$ cat config.mk
export PLATFORM = sky130hd
export DESIGN_NAME = bte_branch_exec
export DESIGN_NICKNAME = d
export VERILOG_FILES = /design/src/hdl/bte_pkg.sv /design/src/hdl/bte_branch_exec.sv
export SDC_FILE = /design/constraint.sdc
export NUM_CORES = 1
export LEC_CHECK = 0
export BUFFER_PORTS_ARGS = -buffer_cell sky130_fd_sc_hd__buf_2
export CAP_MARGIN = 20
export CELL_PAD_IN_SITES_DETAIL_PLACEMENT = 0
export CELL_PAD_IN_SITES_GLOBAL_PLACEMENT = 2
export CORE_MARGIN = 2
export CORE_UTILIZATION = 29
export CTS_BUF_LIST = sky130_fd_sc_hd__clkbuf_16
export DETAILED_ROUTE_END_ITERATION = 10
export PLACE_DENSITY = 0.89
export SYNTH_ARGS = -nofsm -noshare
export SYNTH_HDL_FRONTEND = slang
export SYNTH_SLANG_ARGS = --single-unit
$ cat constraint.sdc
create_clock -name clk_i -period 4.2 [get_ports clk_i]
set_input_delay 0.21 -clock clk_i [delete_from_list [all_inputs] [get_ports clk_i]]
set_output_delay 0.21 -clock clk_i [all_outputs]
set_load 0.02 [all_outputs]
$ cat src/hdl/bte_pkg.sv
`default_nettype none
package bte_pkg;
  // Machine word and offset field widths
  localparam int WORD_W = 16;
  localparam int OFS_W = 8;
  // Offset sign bit position
  localparam int OFS_SIGN_POS = 7;
  // Word count to byte displacement: shift by one (times two)
  localparam int OFS_SCALE_SH = 1;
  // Unconditional branch opcode, high byte pattern (000400 octal)
  localparam logic [15:0] ALWAYS_JUMP_OP = 16'h0100;
  localparam logic [15:0] ALWAYS_JUMP_MASK = 16'hff00;
  // Reset values
  localparam logic [15:0] PC_RST = 16'h0000;
  localparam logic [3:0] FLAGS_RST = 4'h0;

  // Negative, zero, overflow, carry
  typedef struct packed {
    logic n;
    logic z;
    logic v;
    logic c;
  } bte_condition_flags_t;

  // One instruction presented by decode
  typedef struct packed {
    logic valid;
    logic is_cond_branch;
    logic cond_met;
    logic [15:0] instr;
    logic [15:0] upd_pc;
  } bte_req_t;
endpackage
`default_nettype wire

$ cat src/hdl/bte_branch_exec.sv
`default_nettype none
module bte_branch_exec #(
  // Machine word width; the carrier structs fix it at sixteen for now
  parameter int WORD_W = bte_pkg::WORD_W,
  // Width of the signed word offset in the low byte
  parameter int OFS_W = bte_pkg::OFS_W
) (
  // Core clock, rising edge
  input wire logic clk_i,
  // Synchronous reset, active low
  input wire logic rst_n_i,
  // Instruction word, qualifiers and updated pc from decode
  input wire bte_pkg::bte_req_t req_i,
  // Flags as they stand before the instruction
  input wire bte_pkg::bte_condition_flags_t condition_flags_i,
  // Next pc: target when taken, else the advanced pc
  output logic [15:0] pc_o,
  // High for one cycle after each valid request
  output logic pc_load_o,
  // High for one cycle after a taken branch
  output logic taken_o,
  // High for one cycle after a branch of either kind
  output logic is_branch_o,
  // Registered copy of the flags, never altered here
  output bte_pkg::bte_condition_flags_t condition_flags_o
);
  // One request per cycle; its answer stands for the next cycle only.
  // Nothing is buffered, so the pc register must take the answer then
  // or lose it: a stall has to hold the request on the input instead.

  // Offset field as it stands in the instruction
  wire logic [OFS_W-1:0] ofs_field;
  // Sign of the offset; set means a backward branch
  wire logic ofs_sign;
  // Offset widened to a full word, still counted in words
  wire logic [WORD_W-1:0] ofs_sext;
  // Offset as a byte displacement
  wire logic [WORD_W-1:0] ofs_bytes;
  // Branch destination; wraps around the top of memory
  wire logic [WORD_W-1:0] target;
  // High byte matches the unconditional opcode
  wire logic always_jump_op;
  // Request is a branch of either kind
  wire logic is_branch;
  // Request is a branch that will be taken
  wire logic take;
  // Next pc, target or fall-through
  wire logic [15:0] nxt_pc;

  // Registered results; every output comes straight from one of these
  logic [15:0] pc_ff; // Next pc for the pc register
  logic pc_load_ff; // A request was seen
  logic taken_ff; // That request was a taken branch
  logic is_branch_ff; // That request was a branch
  bte_pkg::bte_condition_flags_t flags_ff; // Flags copied through

  // Low byte holds the word offset
  assign ofs_field = req_i.instr[OFS_W-1:0];
  // Top bit of the field is the sign
  assign ofs_sign = ofs_field[bte_pkg::OFS_SIGN_POS];
  // Replicate sign so backward branches reach -128 words
  assign ofs_sext = {{(WORD_W-OFS_W){ofs_sign}}, ofs_field};
  // Doubling turns words into bytes and keeps the displacement even
  assign ofs_bytes = ofs_sext << bte_pkg::OFS_SCALE_SH;
  // Base is already past the branch word; the carry out is dropped
  assign target = req_i.upd_pc + ofs_bytes;
  // Opcode match on the high byte only; the low byte is the offset
  assign always_jump_op =
    (req_i.instr & bte_pkg::ALWAYS_JUMP_MASK) == bte_pkg::ALWAYS_JUMP_OP;
  // Either kind of branch, for the branch indication
  assign is_branch = req_i.valid && (always_jump_op || req_i.is_cond_branch);
  // Flag test lives in decode, so new conditions need no change here
  assign take = req_i.valid &&
    (always_jump_op || (req_i.is_cond_branch && req_i.cond_met));
  // Not taken falls through to the advanced pc
  assign nxt_pc = take ? target : req_i.upd_pc;

  // Result registers; one result per cycle, no stall
  always_ff @(posedge clk_i) begin
    if (!rst_n_i) begin
      // Cleared: nothing loads and nothing is taken
      pc_ff <= bte_pkg::PC_RST;
      pc_load_ff <= 1'h0;
      taken_ff <= 1'h0;
      is_branch_ff <= 1'h0;
      flags_ff <= bte_pkg::FLAGS_RST;
    end else begin
      // Answer to whatever stood on the input at this edge
      pc_ff <= nxt_pc;
      pc_load_ff <= req_i.valid;
      taken_ff <= take;
      is_branch_ff <= is_branch;
      // Flags pass untouched for every branch
      flags_ff <= condition_flags_i;
    end
  end

  // Outputs straight from the result registers
  assign pc_o = pc_ff;
  assign pc_load_o = pc_load_ff;
  assign taken_o = taken_ff;
  assign is_branch_o = is_branch_ff;
  assign condition_flags_o = flags_ff;

  // Each property samples on the core clock and checks the registered
  // answer one edge after the request; most idle while reset is held,
  // since the result registers are then forced to their cleared values.

  // Taken target is base plus the sign-extended offset times two,
  // written out from the instruction bits rather than the wires above
  a_taken_target: assert property (
    @(posedge clk_i) disable iff (!rst_n_i)
    take |=> pc_o == $past(req_i.upd_pc) +
      {{7{$past(req_i.instr[7])}}, $past(req_i.instr[7:0]), 1'h0}
  ) else $error("taken branch target wrong");

  // Unconditional opcode is taken whatever decode says
  a_always_taken: assert property (
    @(posedge clk_i) disable iff (!rst_n_i)
    (req_i.valid && req_i.instr[15:8] == 8'h01) |=> taken_o
  ) else $error("unconditional branch not taken");

  // Conditional branch with its test met is taken
  a_cond_taken: assert property (
    @(posedge clk_i) disable iff (!rst_n_i)
    (req_i.valid && req_i.is_cond_branch && req_i.cond_met) |=> taken_o
  ) else $error("met condition not taken");

  // Decode's condition-met input alone gates a conditional branch;
  // a failed test must never be taken
  a_cond_gate: assert property (
    @(posedge clk_i) disable iff (!rst_n_i)
    (req_i.valid && !always_jump_op && !req_i.cond_met) |=> !taken_o
  ) else $error("failed condition taken");

  // Not taken means the plain advanced pc
  a_fall_through: assert property (
    @(posedge clk_i) disable iff (!rst_n_i)
    (req_i.valid && !take) |=> pc_o == $past(req_i.upd_pc)
  ) else $error("not taken pc wrong");

  // Zero offset lands on the word after the branch
  a_base_pc: assert property (
    @(posedge clk_i) disable iff (!rst_n_i)
    (take && ofs_field == 8'h00) |=> pc_o == $past(req_i.upd_pc)
  ) else $error("zero offset base wrong");

  // Sign bit set gives the full backward reach,
  // 128 words or 256 bytes below the base
  a_back_dir: assert property (
    @(posedge clk_i) disable iff (!rst_n_i)
    (take && ofs_field == 8'h80) |=> pc_o == $past(req_i.upd_pc) - 16'h0100
  ) else $error("backward reach wrong");

  // Largest forward offset, 127 words or 254 bytes
  // above the base, still fits the eight-bit field
  a_fwd_reach: assert property (
    @(posedge clk_i) disable iff (!rst_n_i)
    (take && ofs_field == 8'h7f) |=> pc_o == $past(req_i.upd_pc) + 16'h00fe
  ) else $error("forward reach wrong");

  // Doubling keeps the target on the same byte lane as the base;
  // a target whose low bit differs from the base's would mean the offset went in unscaled
  a_double_ofs: assert property (
    @(posedge clk_i) disable iff (!rst_n_i)
    take |=> pc_o[0] == $past(req_i.upd_pc[0])
  ) else $error("offset not doubled");

  // A branch hands the flags on exactly as it found them
  a_flags_kept: assert property (
    @(posedge clk_i) disable iff (!rst_n_i)
    is_branch |=> condition_flags_o == $past(condition_flags_i)
  ) else $error("branch changed flags");

  // Only the unconditional high byte is taken without decode's word
  a_opcode_dec: assert property (
    @(posedge clk_i) disable iff (!rst_n_i)
    (req_i.valid && !req_i.is_cond_branch && req_i.instr[15:8] != 8'h01)
      |=> !taken_o
  ) else $error("non branch taken");

  // Every valid request asks the pc register to load
  a_load_follows: assert property (
    @(posedge clk_i) disable iff (!rst_n_i)
    req_i.valid |=> pc_load_o
  ) else $error("valid request did not load");

  // No request, no load and no branch indication
  a_idle_quiet: assert property (
    @(posedge clk_i) disable iff (!rst_n_i)
    !req_i.valid |=>
      !pc_load_o && !taken_o && !is_branch_o
  ) else $error("idle cycle produced a result");

  // Branch indication follows the decoded branch request
  a_branch_flag: assert property (
    @(posedge clk_i) disable iff (!rst_n_i)
    is_branch |=> is_branch_o
  ) else $error("branch not indicated");

  // Reset clears every result; checked with reset live, so the
  // usual disable is left off here on purpose
  a_reset_clear: assert property (
    @(posedge clk_i)
    !rst_n_i |=> !pc_load_o && !taken_o && !is_branch_o &&
      pc_o == bte_pkg::PC_RST && condition_flags_o == bte_pkg::FLAGS_RST
  ) else $error("reset left a result set");

  // Main scenarios worth seeing at least once
  c_uncond: cover property (@(posedge clk_i) req_i.valid && always_jump_op);
  c_cond_taken: cover property (@(posedge clk_i) take && !always_jump_op);
  c_cond_not: cover property (@(posedge clk_i) req_i.valid && req_i.is_cond_branch && !take);
  c_backward: cover property (@(posedge clk_i) take && ofs_sign);
  c_back_to_back: cover property (@(posedge clk_i) take ##1 take);
endmodule
`default_nettype wire

# Yosys cells after proc, flatten, opt, wreduce, memory -nomap -nowiden
# Index checks and enable logic that the tools add are counted.
op_classes:
  n_addsub: 1
  n_eq_ne: 1
  n_mux: 1
  reduce_logical: 5
op_table:
  columns: ["operator", "n"]
  rows:
  - ["adder 16 bit", 1]
  - ["2-to-1 mux 16 bit", 1]
  - ["== test 8 x 1 -> 1 bit (second input constant)", 1]
  - ["logical AND 1 bit", 3]
  - ["logical OR 1 bit", 2]
word_totals:
  regBits: 23
  input_bits: 41
  output_inout_bits: 23
  elab_cells: 16

# Logic depth before layout (Yosys ltp)
# Gate-level depths: netlist (run 1).
logic_depth:
  ltp_word: 4
  depth_mapped: 9
  mapped_depth_nobuf: 9

# Worst setup path before layout (run 1)
# OpenSTA, ideal clock, no wires.
synth_timing:
  path_type: "input-to-reg"
  startpoint: "in req_i[8] in the netlist's numbering"
  endpoint: "reg pc_ff[15] (netlist: pc_o[15])"
  arrival_time_ns: 1.954
  required_ns: 4.128
  slack_ns: 2.175
  cell_stages: 8
  path_buffers: 1
  cell_sequence: "ha_1 buf_6 a21o_1 a21o_1 a311o_1 a211oi_2 mux2i_1 mux2i_1"
synth_between:
  elab_chain_len: 2
synth_rtl:
  columns: ["element", "line", "text"]
  rows:
  - ["from (decl)", "bte_branch_exec.sv:13", "input wire bte_pkg::bte_req_t req_i,"]
  - ["adder 16 bit", "bte_branch_exec.sv:66", "assign target = req_i.upd_pc + ofs_bytes;"]
  - ["2-to-1 mux 16 bit", "bte_branch_exec.sv:76", "assign nxt_pc = take ? target : req_i.upd_pc;"]
  - ["to (signal assigned)", "bte_branch_exec.sv:82", "pc_ff <= bte_pkg::PC_RST;"]
  - ["to (signal assigned)", "bte_branch_exec.sv:89", "pc_ff <= nxt_pc;"]
  - ["to (decl)", "bte_branch_exec.sv:51", "logic [15:0] pc_ff;"]
# No other way between the ends.
# A chain may end at the register's enable or synchronous reset.

# Worst setup path in the final report (run 1)
layout_timing:
  startpoint: "in req_i[23] in the netlist's numbering"
  endpoint: "reg pc_ff[15] (netlist: pc_o[15])"
# The elaborated chain is that of the path after synthesis.

==> out/results.txt, run 1 <==
Status: finished, final reports clean
Xor/xnor share of the synthesized area: 0.0228
Power Total: 623 uW
Total Nets Final: 297
Post-synth top flop: dfxtp_1
Layout area overhead: 29.6%
WL/cell: 12.6 um
Setup TNS: 0 ns
Max Clk Rate: 479 MHz
Hold Fails Final Rpt: 0
Setup crit start: req_i[23]
WL final: 3.89 mm
Worst-path clk slew: 0.07 ns
HPWL Detailed: 2.91 mm
Starting Density: 0.301
Die Area: 5900 um^2
PortBufs: 63
Area occupied by multi-input gates: 1030 um^2
Std-Cell Rows: 26
Largest family of logic cells by synthesized area: compound AO/OA/AOI/OAI gates
Max IR drop VDD: 0.000142 V
Die Ht: 76.8 um
CP Data Arrival Time: 2.27 ns
Adder-cell share of the synthesized area: 0.127
Non-filler cells, final: 310
Global route overflow: 0
Pwr per Cell Area: 313 nW/um^2
Count of different cell masters after synthesis: 46
Largest net degree at the start of global routing: 34
Number of global-route vias before repair: 1,419
CP Launch Type: primary input
Slew HR: 0.635
Die width: 76.8 um
# placed instances: 305
Critical path type: in2reg
Initial antenna violation count: 0
Commonest non-fill, non-tap cell in the layout: buf_2
Hold depth: 2
Minimum clock period: 2.09 ns
GRT Resource Usage Total: 0.135
Post-Synth Simple-Gate Area: 0.248
Multiplexer area fraction after synthesis: 0.0195
Hold crit path type: in2reg
Max-Cap Viols: 0
Yosys reg bits: 23
Hold EP: condition_flags_o[2]$_SDFF_PN0_
Cells after synthesis: 179
Measured slew at the worst slew-check pin: 0.546 ns
Post-CTS setup buffer count: 0
Seq/Total Area, Yosys: 0.299
Final core utilization: 0.390
Post_cts resized: 0
Via/cell ratio: 4.97
Worst Min Path Start: condition_flags_i[2]
WHS: 0.152 ns
Fin crit share: 0.497
Diode count: 0
Mapped Nets: 235
Finish-stage setup viols: 0
RSZ-0062 raised after global routing: no
TritonCTS clock tree: yes
Syn. warnings: 0
Slew Limit Fails: 0
CTS root buffer: clkbuf_16
Via Count: 1,541
EDFF count, synth: 0
Leakage: 0.000956 uW
Hold buffers post-CTS: 0
Clock Path Buffers: 2
Proportion of layout cells with a drive suffix above 1: 0.300
Post-synthesis async set-or-reset flop share: 0
TritonCTS Buffers: 3
Commonest cells after routing, fill and taps aside: 63 x buf_2, 23 x dfxtp_1, 17 x nand2_1
Core area: 5110 um^2
FF/Latch Area: 460 um^2
DR pass1 iterations: 4
# IOs: 64
Avg Cell Area, Syn: 8.59 um^2
Fillers: 549
Post-Syn Area: 1540 um^2
TritonCTS Sinks: 23
DRC: 0
GPL Wtd Cong: 0.795
Crit. End Element: register
Post-synthesis compound-gate area fraction: 0.251
H-tree Lvls: 1
Number of nets with antenna violations after routing: 0
Worst-path maximum fanout: 9
Initial DRC count: 50
First-pass GRT wire length: 6.58 mm
WP data required: 4.39 ns
[final cells by class]
class / instances / share of cell area
inverter: 4 / 0.00753
timing repair buffer: 64 / 0.162
clock buffer: 3 / 0.0377
sequential: 23 / 0.231
clock inverter: 1 / 0.00251
tap: 70 / 0.0439
multi-input combinational: 145 / 0.515
[cell families after synthesis]
logic type,after synthesis
buffers and inverters,11
multiplexers,3
AND/OR/NAND/NOR,69
flip-flops,23
XOR/XNOR,4
adder cells (fa/ha/maj),15
AO/OA/AOI/OAI,54
[cell usage after synthesis, types with 3 or more instances]
cell type,count,share of area
dfxtp_1,23,0.30
nand2_1,17,0.041
and2_1,14,0.057
ha_1,14,0.11
a21oi_1,9,0.029
nand3_1,9,0.029
o21ai_0,8,0.026
a21o_1,7,0.034
a211oi_1,5,0.024
clkbuf_1,5,0.012
nor2b_1,5,0.020
nor3_1,5,0.016
inv_1,4,0.0098
o211ai_1,4,0.020
a31oi_1,3,0.012
mux2i_1,3,0.020
nand3b_1,3,0.015
nor2_1,3,0.0073
nor3b_1,3,0.015
xnor2_1,3,0.017
[through the flow]
stage	setup slack, ns	instance area, um^2
after floorplan	2.17	1540
after global placement	1.89	1910
after detailed placement	1.89	1910
after CTS	2.12	1990
after global routing	2.00	1990
final	2.11	1990
[power by group]
part,internal (uW),switching [uW]
clock,128,84.1
sequential,232,3.00
combinational,76.0,99.6
total,436,187
[per-layer routing]
metal  up-vias  global-route usage  part of all wire
li1        786                   -                 -
met1       700               0.175              0.48
met2        53               0.232              0.46
met3         2              0.0165             0.056
met4         0              0.0436            0.0087
met5         -                   0                 0
[how the worst max path moves through the flow]
stage	cells past startpoint	slack [ns]	endpoint
after floorplan	8	2.17	pc_o[15]$_SDFF_PN0_
after detailed placement	8	1.89	pc_o[15]$_SDFF_PN0_
after global placement	8	1.89	pc_o[15]$_SDFF_PN0_
final	8	2.11	pc_o[15]$_SDFF_PN0_
after global routing	8	2.00	pc_o[15]$_SDFF_PN0_
after CTS	8	2.12	pc_o[15]$_SDFF_PN0_
[state kept, by name, indices dropped and copies added (netlist names)]
name / cells
taken_o: 1
pc_o: 16
is_branch_o: 1
condition_flags_o: 4
pc_load_o: 1
[critical path, stage by stage]
cell and delay [ns]:
buf_2 0.16, ha_1 0.41, a21o_1 0.25, a21o_1 0.20, a311o_1 0.37, a211oi_2 0.23, mux2i_1 0.25, mux2i_1 0.20
Power figures use the tool's default switching activity.
==> inputs of run 2 (changes only) <==
- ABC_AREA: unset -> 1
- CORE_UTILIZATION: 29 -> 22
- PLACE_DENSITY: 0.89 -> 0.78
- clock period: 4.2 -> 1.75 ns (I/O delays scaled with it)
==> out/results.txt, run 2 <==
WL final: 4.47 mm
Post-Syn Area: 1670 um^2
Hold EP: condition_flags_o[2]$_SDFF_PN0_
Max-Cap Viols: 0
Worst Min Path Start: condition_flags_i[2]
H-tree Lvls: 1
Core area: 7290 um^2
Area leader, netlist: dfxtp_1
Hold depth: 3
Slew Limit Fails: 0
Largest net degree at the start of global routing: 29
Count of different cell masters after synthesis: 23
Hold Fails Final Rpt: 0
DR pass1 iterations: 4
WL/cell: 10.5 um
Setup TNS: 0 ns
Max reg flops: 16
Post-synthesis async set-or-reset flop share: 0
Busiest layer in global routing: met2
RSZ-0062 raised after global routing: no
Total Nets Final: 383
Mapped Nets: 319
Most frequent cell after synthesis: nand2_1
Max Clk Rate: 764 MHz
Sw Ratio: 0.326
Status: finished, final reports clean
Proportion of layout cells with a drive suffix above 1: 0.242
Global route overflow: 0
Post_cts resized: 0
Via Count: 1,675
Met3 GRT Util: 0.0207
Finish-stage setup viols: 0
Cells after synthesis: 263
Leakage: 0.00127 uW
Die Ht: 91.1 um
Die Area: 8310 um^2
CP Data Arrival Time: 1.51 ns
Clock Path Buffers: 2
DRC: 0
Slew HR: 0.765
Hold buffers post-CTS: 0
EDFF count, synth: 0
Syn. warnings: 0
CTS root buffer: clkbuf_16
Synth area leaders: dfxtp_1 28%, nand2_1 17%, inv_1 12%
Max IR drop VDD: 0.000338 V
Critical path type: in2reg
TritonCTS Buffers: 3
Starting Density: 0.229
First-pass GRT wire length: 7.52 mm
M1 GR Usage: 0.145
Measured slew at the worst slew-check pin: 0.353 ns
Fillers: 851
CP Launch Type: primary input
Minimum clock period: 1.31 ns
Seq/Total Area, Yosys: 0.276
Die width: 91.1 um
Diode count: 0
# IOs: 64
Number of global-route vias before repair: 1,612
GPL Wtd Cong: 0.770
Pwr per Cell Area: 718 nW/um^2
Avg Cell Area, Syn: 6.35 um^2
Yosys reg bits: 23
Worst setup margin: 0.441 ns
HPWL Detailed: 3.64 mm
Post-synth top cells: 75 x nand2_1, 54 x inv_1, 26 x nor2_1
TritonCTS clock tree: yes
Clk pwr share: 0.332
Worst-path maximum fanout: 3
WP data required: 1.95 ns
Std-Cell Rows: 31
Met2 Usage GRT: 0.188
Final core utilization: 0.296
Placement Setup Slack: 0.169 ns
PortBufs: 63
Commonest cells after routing, fill and taps aside: 75 x nand2_1, 63 x buf_2, 54 x inv_1
Internal: 1050 uW
Psw: 505 uW
Fin crit share: 0.748
Layout area overhead: 29.2%
Flop pwr share: 0.364
Initial antenna violation count: 0
TritonCTS Sinks: 23
Post-synth top area share: 0.276
Post-synth top flop: dfxtp_1
Hold crit path type: in2reg
Post-CTS setup buffer count: 0
Worst-path clk slew: 0.07 ns
GRT Resource Usage Total: 0.112
Number of nets with antenna violations after routing: 0
Commonest non-fill, non-tap cell in the layout: nand2_1
Comb pwr share: 0.304
Crit. End Element: register
Power Total: 1550 uW
WHS: 0.00648 ns
Via/cell ratio: 3.94
Initial DRC count: 80
## run 2: changes by cell type after synthesis, moves of 7 or more
cell and change:
inv_1 +50, nand3_1 +7, a21o_1 -7, a21oi_1 +7, nor2_1 +23, and2_1 -14
nand2_1 +58
## run 2: worst max path at each step
| stage | start | end | slack, ns | cells after the start |
|---|---|---|---|---|
| CTS | req_i[1] | pc_o[9]$_SDFF_PN0_ | 0.44 | 10 |
| global route | req_i[1] | pc_o[9]$_SDFF_PN0_ | 0.28 | 10 |
| finish | req_i[1] | pc_o[9]$_SDFF_PN0_ | 0.44 | 10 |
| floorplan | req_i[1] | pc_o[9]$_SDFF_PN0_ | 0.41 | 9 |
| global placement | req_i[1] | pc_o[13]$_SDFF_PN0_ | 0.21 | 12 |
| detailed placement | req_i[1] | pc_o[13]$_SDFF_PN0_ | 0.17 | 12 |
## run 2: per-stage QoR
stage               cell area (um^2)  cells
floorplan                       1670    263
global placement                2080    421
detailed placement              2080    421
CTS                             2160    425
global route                    2160    425
finish                          2160    425
## run 2: logic make-up (layout without fill, tap and decap cells)
logic type / Yosys count / count (layout) / synth area share
xor gates and xnor gates: 7 / 7 / 0.0367
adders and majority gates: 15 / 15 / 0.117
DFF: 23 / 23 / 0.276
AOI/OAI and AO/OA: 31 / 31 / 0.102
and+or+nand+nor: 128 / 128 / 0.325
buffers and inverters: 59 / 122 / 0.144
## run 2: final cells by class
| type | instances | area [um^2] | share of cell area |
|---|---|---|---|
| Sequential cell | 23 | 460 | 0.213 |
| Tap cell | 99 | 124 | 0.0574 |
| Clock inverter | 1 | 5.00 | 0.00232 |
| Multi-Input combinational cell | 181 | 970 | 0.449 |
| Clock buffer | 3 | 75.1 | 0.0348 |
| Timing Repair Buffer | 63 | 315 | 0.146 |
| Inverter | 55 | 209 | 0.0968 |
## run 2: power groups by stage
stage	sequential (uW)	clock [uW]	combinational, uW
2_1_floorplan	621	0	284
3_3_place_gp	576	0	479
3_5_place_dp	577	0	477
4_1_cts	565	538	480
5_1_grt	567	563	546
6_report	564	515	471
## run 2: worst max-delay path, stage by stage
cell and delay, ns:
buf_2 0.09, ha_1 0.20, inv_1 0.07, fa_1 0.40, inv_1 0.09, nand3_1 0.08, nand3_2 0.10, a21oi_1 0.08
or2_0 0.20, a21oi_1 0.11
## run 2: per-layer routing
metal	share of wire	vias up	wire [um]
li1	-	933	-
met1	0.47	697	2120
met2	0.46	41	2050
met3	0.052	4	233
met4	0.014	0	62
met5	0	-	0
==> inputs of run 3 (changes only) <==
- clock period: 1.75 -> 1.1 ns (I/O delays scaled with it)
==> out/results.txt, run 3 (synthesized netlist as in run 2, its figures left out) <==
Status: complete, but fails checks
Failing checks: negative setup slack
Internal: 1870 uW
Std-Cell Rows: 31
Core area: 7290 um^2
Pwr per Cell Area: 1010 nW/um^2
Worst Min Path Start: req_i[1]
Commonest non-fill, non-tap cell in the layout: nand2_1
# placed instances: 449
Slowest cell on crit path: fa_2
Diode count: 0
Die width: 91.1 um
WL final: 4.84 mm
Slew HR: 0.837
Hold Fails Final Rpt: 0
Initial antenna violation count: 0
PortBufs: 63
Crit-path most repeated cell: inv_2
Worst setup margin: -0.00929 ns
Largest net degree at the start of global routing: 14
Max IR drop VDD: 0.000543 V
Global route overflow: 0
Slew Limit Fails: 0
Crit. End Element: register
Clk pwr share: 0.295
Max Clk Rate: 901 MHz
Hold depth: 3
Comb pwr share: 0.381
Crit-path cells: buf_6 > ha_4 > inv_2 > fa_2 > inv_2 > nand3_2 > nand3_4 > a21oi_2 > or2_0 > a21oi_1
Fin crit share: 1.01
Flop pwr share: 0.324
TritonCTS Buffers: 3
TritonCTS clock tree: yes
H-tree Lvls: 1
Via Count: 1,837
Setup TNS: -0.00929 ns
Delay of the slowest cell on the worst path: 0.35 ns
Placed cell area: 2360 um^2
HPWL Detailed: 3.94 mm
Number of global-route vias before repair: 1,739
Max reg flops: 16
Total Nets Final: 418
DR pass1 iterations: 4
Layout area overhead: 64.5%
CP Launch Type: primary input
Clock Path Buffers: 2
# IOs: 64
RSZ-0062 raised after global routing: yes
Finished Cell Area: 2750 um^2
CTS root buffer: clkbuf_16
GPL Wtd Cong: 0.768
WP data required: 1.29 ns
CP Data Arrival Time: 1.30 ns
Worst-path maximum fanout: 3
Max-Cap Viols: 0
Minimum clock period: 1.11 ns
TritonCTS Sinks: 23
Psw: 900 uW
Proportion of layout cells with a drive suffix above 1: 0.418
GRT Resource Usage Total: 0.118
Measured slew at the worst slew-check pin: 0.244 ns
DRC: 0
First-pass GRT wire length: 7.96 mm
Die Area: 8310 um^2
Hold crit path type: in2reg
Worst-path clk slew: 0.07 ns
Starting Density: 0.229
Finish-stage setup viols: 1
Die Ht: 91.1 um
Via/cell ratio: 3.99
Leakage: 0.00147 uW
Critical path type: in2reg
Non-filler cells, final: 460
WL/cell: 10.5 um
Initial DRC count: 57
Commonest cells after routing, fill and taps aside: 65 x nand2_1, 60 x buf_2, 50 x inv_1
Hold EP: pc_o[1]$_SDFF_PN0_
Number of nets with antenna violations after routing: 0
Sw Ratio: 0.325
==> run 3: worst max-delay path by stage <==
stage / end / from / slack (ns)
after floorplan: pc_o[9]$_SDFF_PN0_ / req_i[1] / -0.10
after global placement: pc_o[12]$_SDFF_PN0_ / req_i[23] / -0.36
after detailed placement: pc_o[12]$_SDFF_PN0_ / req_i[23] / -0.36
after CTS: pc_o[9]$_SDFF_PN0_ / req_i[16] / -0.04
after global routing: pc_o[9]$_SDFF_PN0_ / req_i[16] / -0.09
final: pc_o[9]$_SDFF_PN0_ / req_i[16] / -0.009
==> run 3: through the flow <==
step	total power, uW	setup slack (ns)	hold WS, ns	utilization
floorplan	1460	-0.101	0.148	-
global placement	1820	-0.365	0.236	0.323
detailed placement	1820	-0.361	0.238	0.323
CTS	2750	-0.0374	0.0261	0.363
global route	2960	-0.0947	0.0427	0.377
finish	2770	-0.00929	0.0267	0.377
==> run 3: layout make-up <==
type	instances	area, um^2
multi-input cells	181	1240
fillers	824	4540
flip-flops and latches	23	460
clock buffers	3	75.1
clock inverters	1	5.00
inverters	55	209
repair buffers	98	638
well taps	99	124
==> run 3: layer usage <==
metal  wire length (um)  global-route usage  vias to the layer above
li1                   -                   -                     1005
met1               2290               0.154                      787
met2               2290               0.206                       41
met3                207              0.0158                        4
met4                 53              0.0303                        0
met5                  0                   0                        -
==> run 3: what timing repair did <==
action,4_1_cts,5_1_grt
pin swaps,6,5
setup buffers,1,1
resized for setup,19,24
hold buffers,5,0
endpoints found under the setup margin,6,9
endpoints found under the hold margin,5,0
==> run 3: power groups by stage <==
stage	Sequential, uW	Combinational, uW	Clock (uW)
floorplan	989	471	0
global placement	918	903	0
detailed placement	918	903	0
CTS	899	1000	850
global route	902	1190	876
finish	899	1060	819
==> run 3: worst max-delay path, delay by kind of cell <==
family / cells / cell delay, ns
simple gates: 3 / 0.39
compound gates: 2 / 0.19
fa+ha+maj: 2 / 0.48
buf+inv: 3 / 0.19
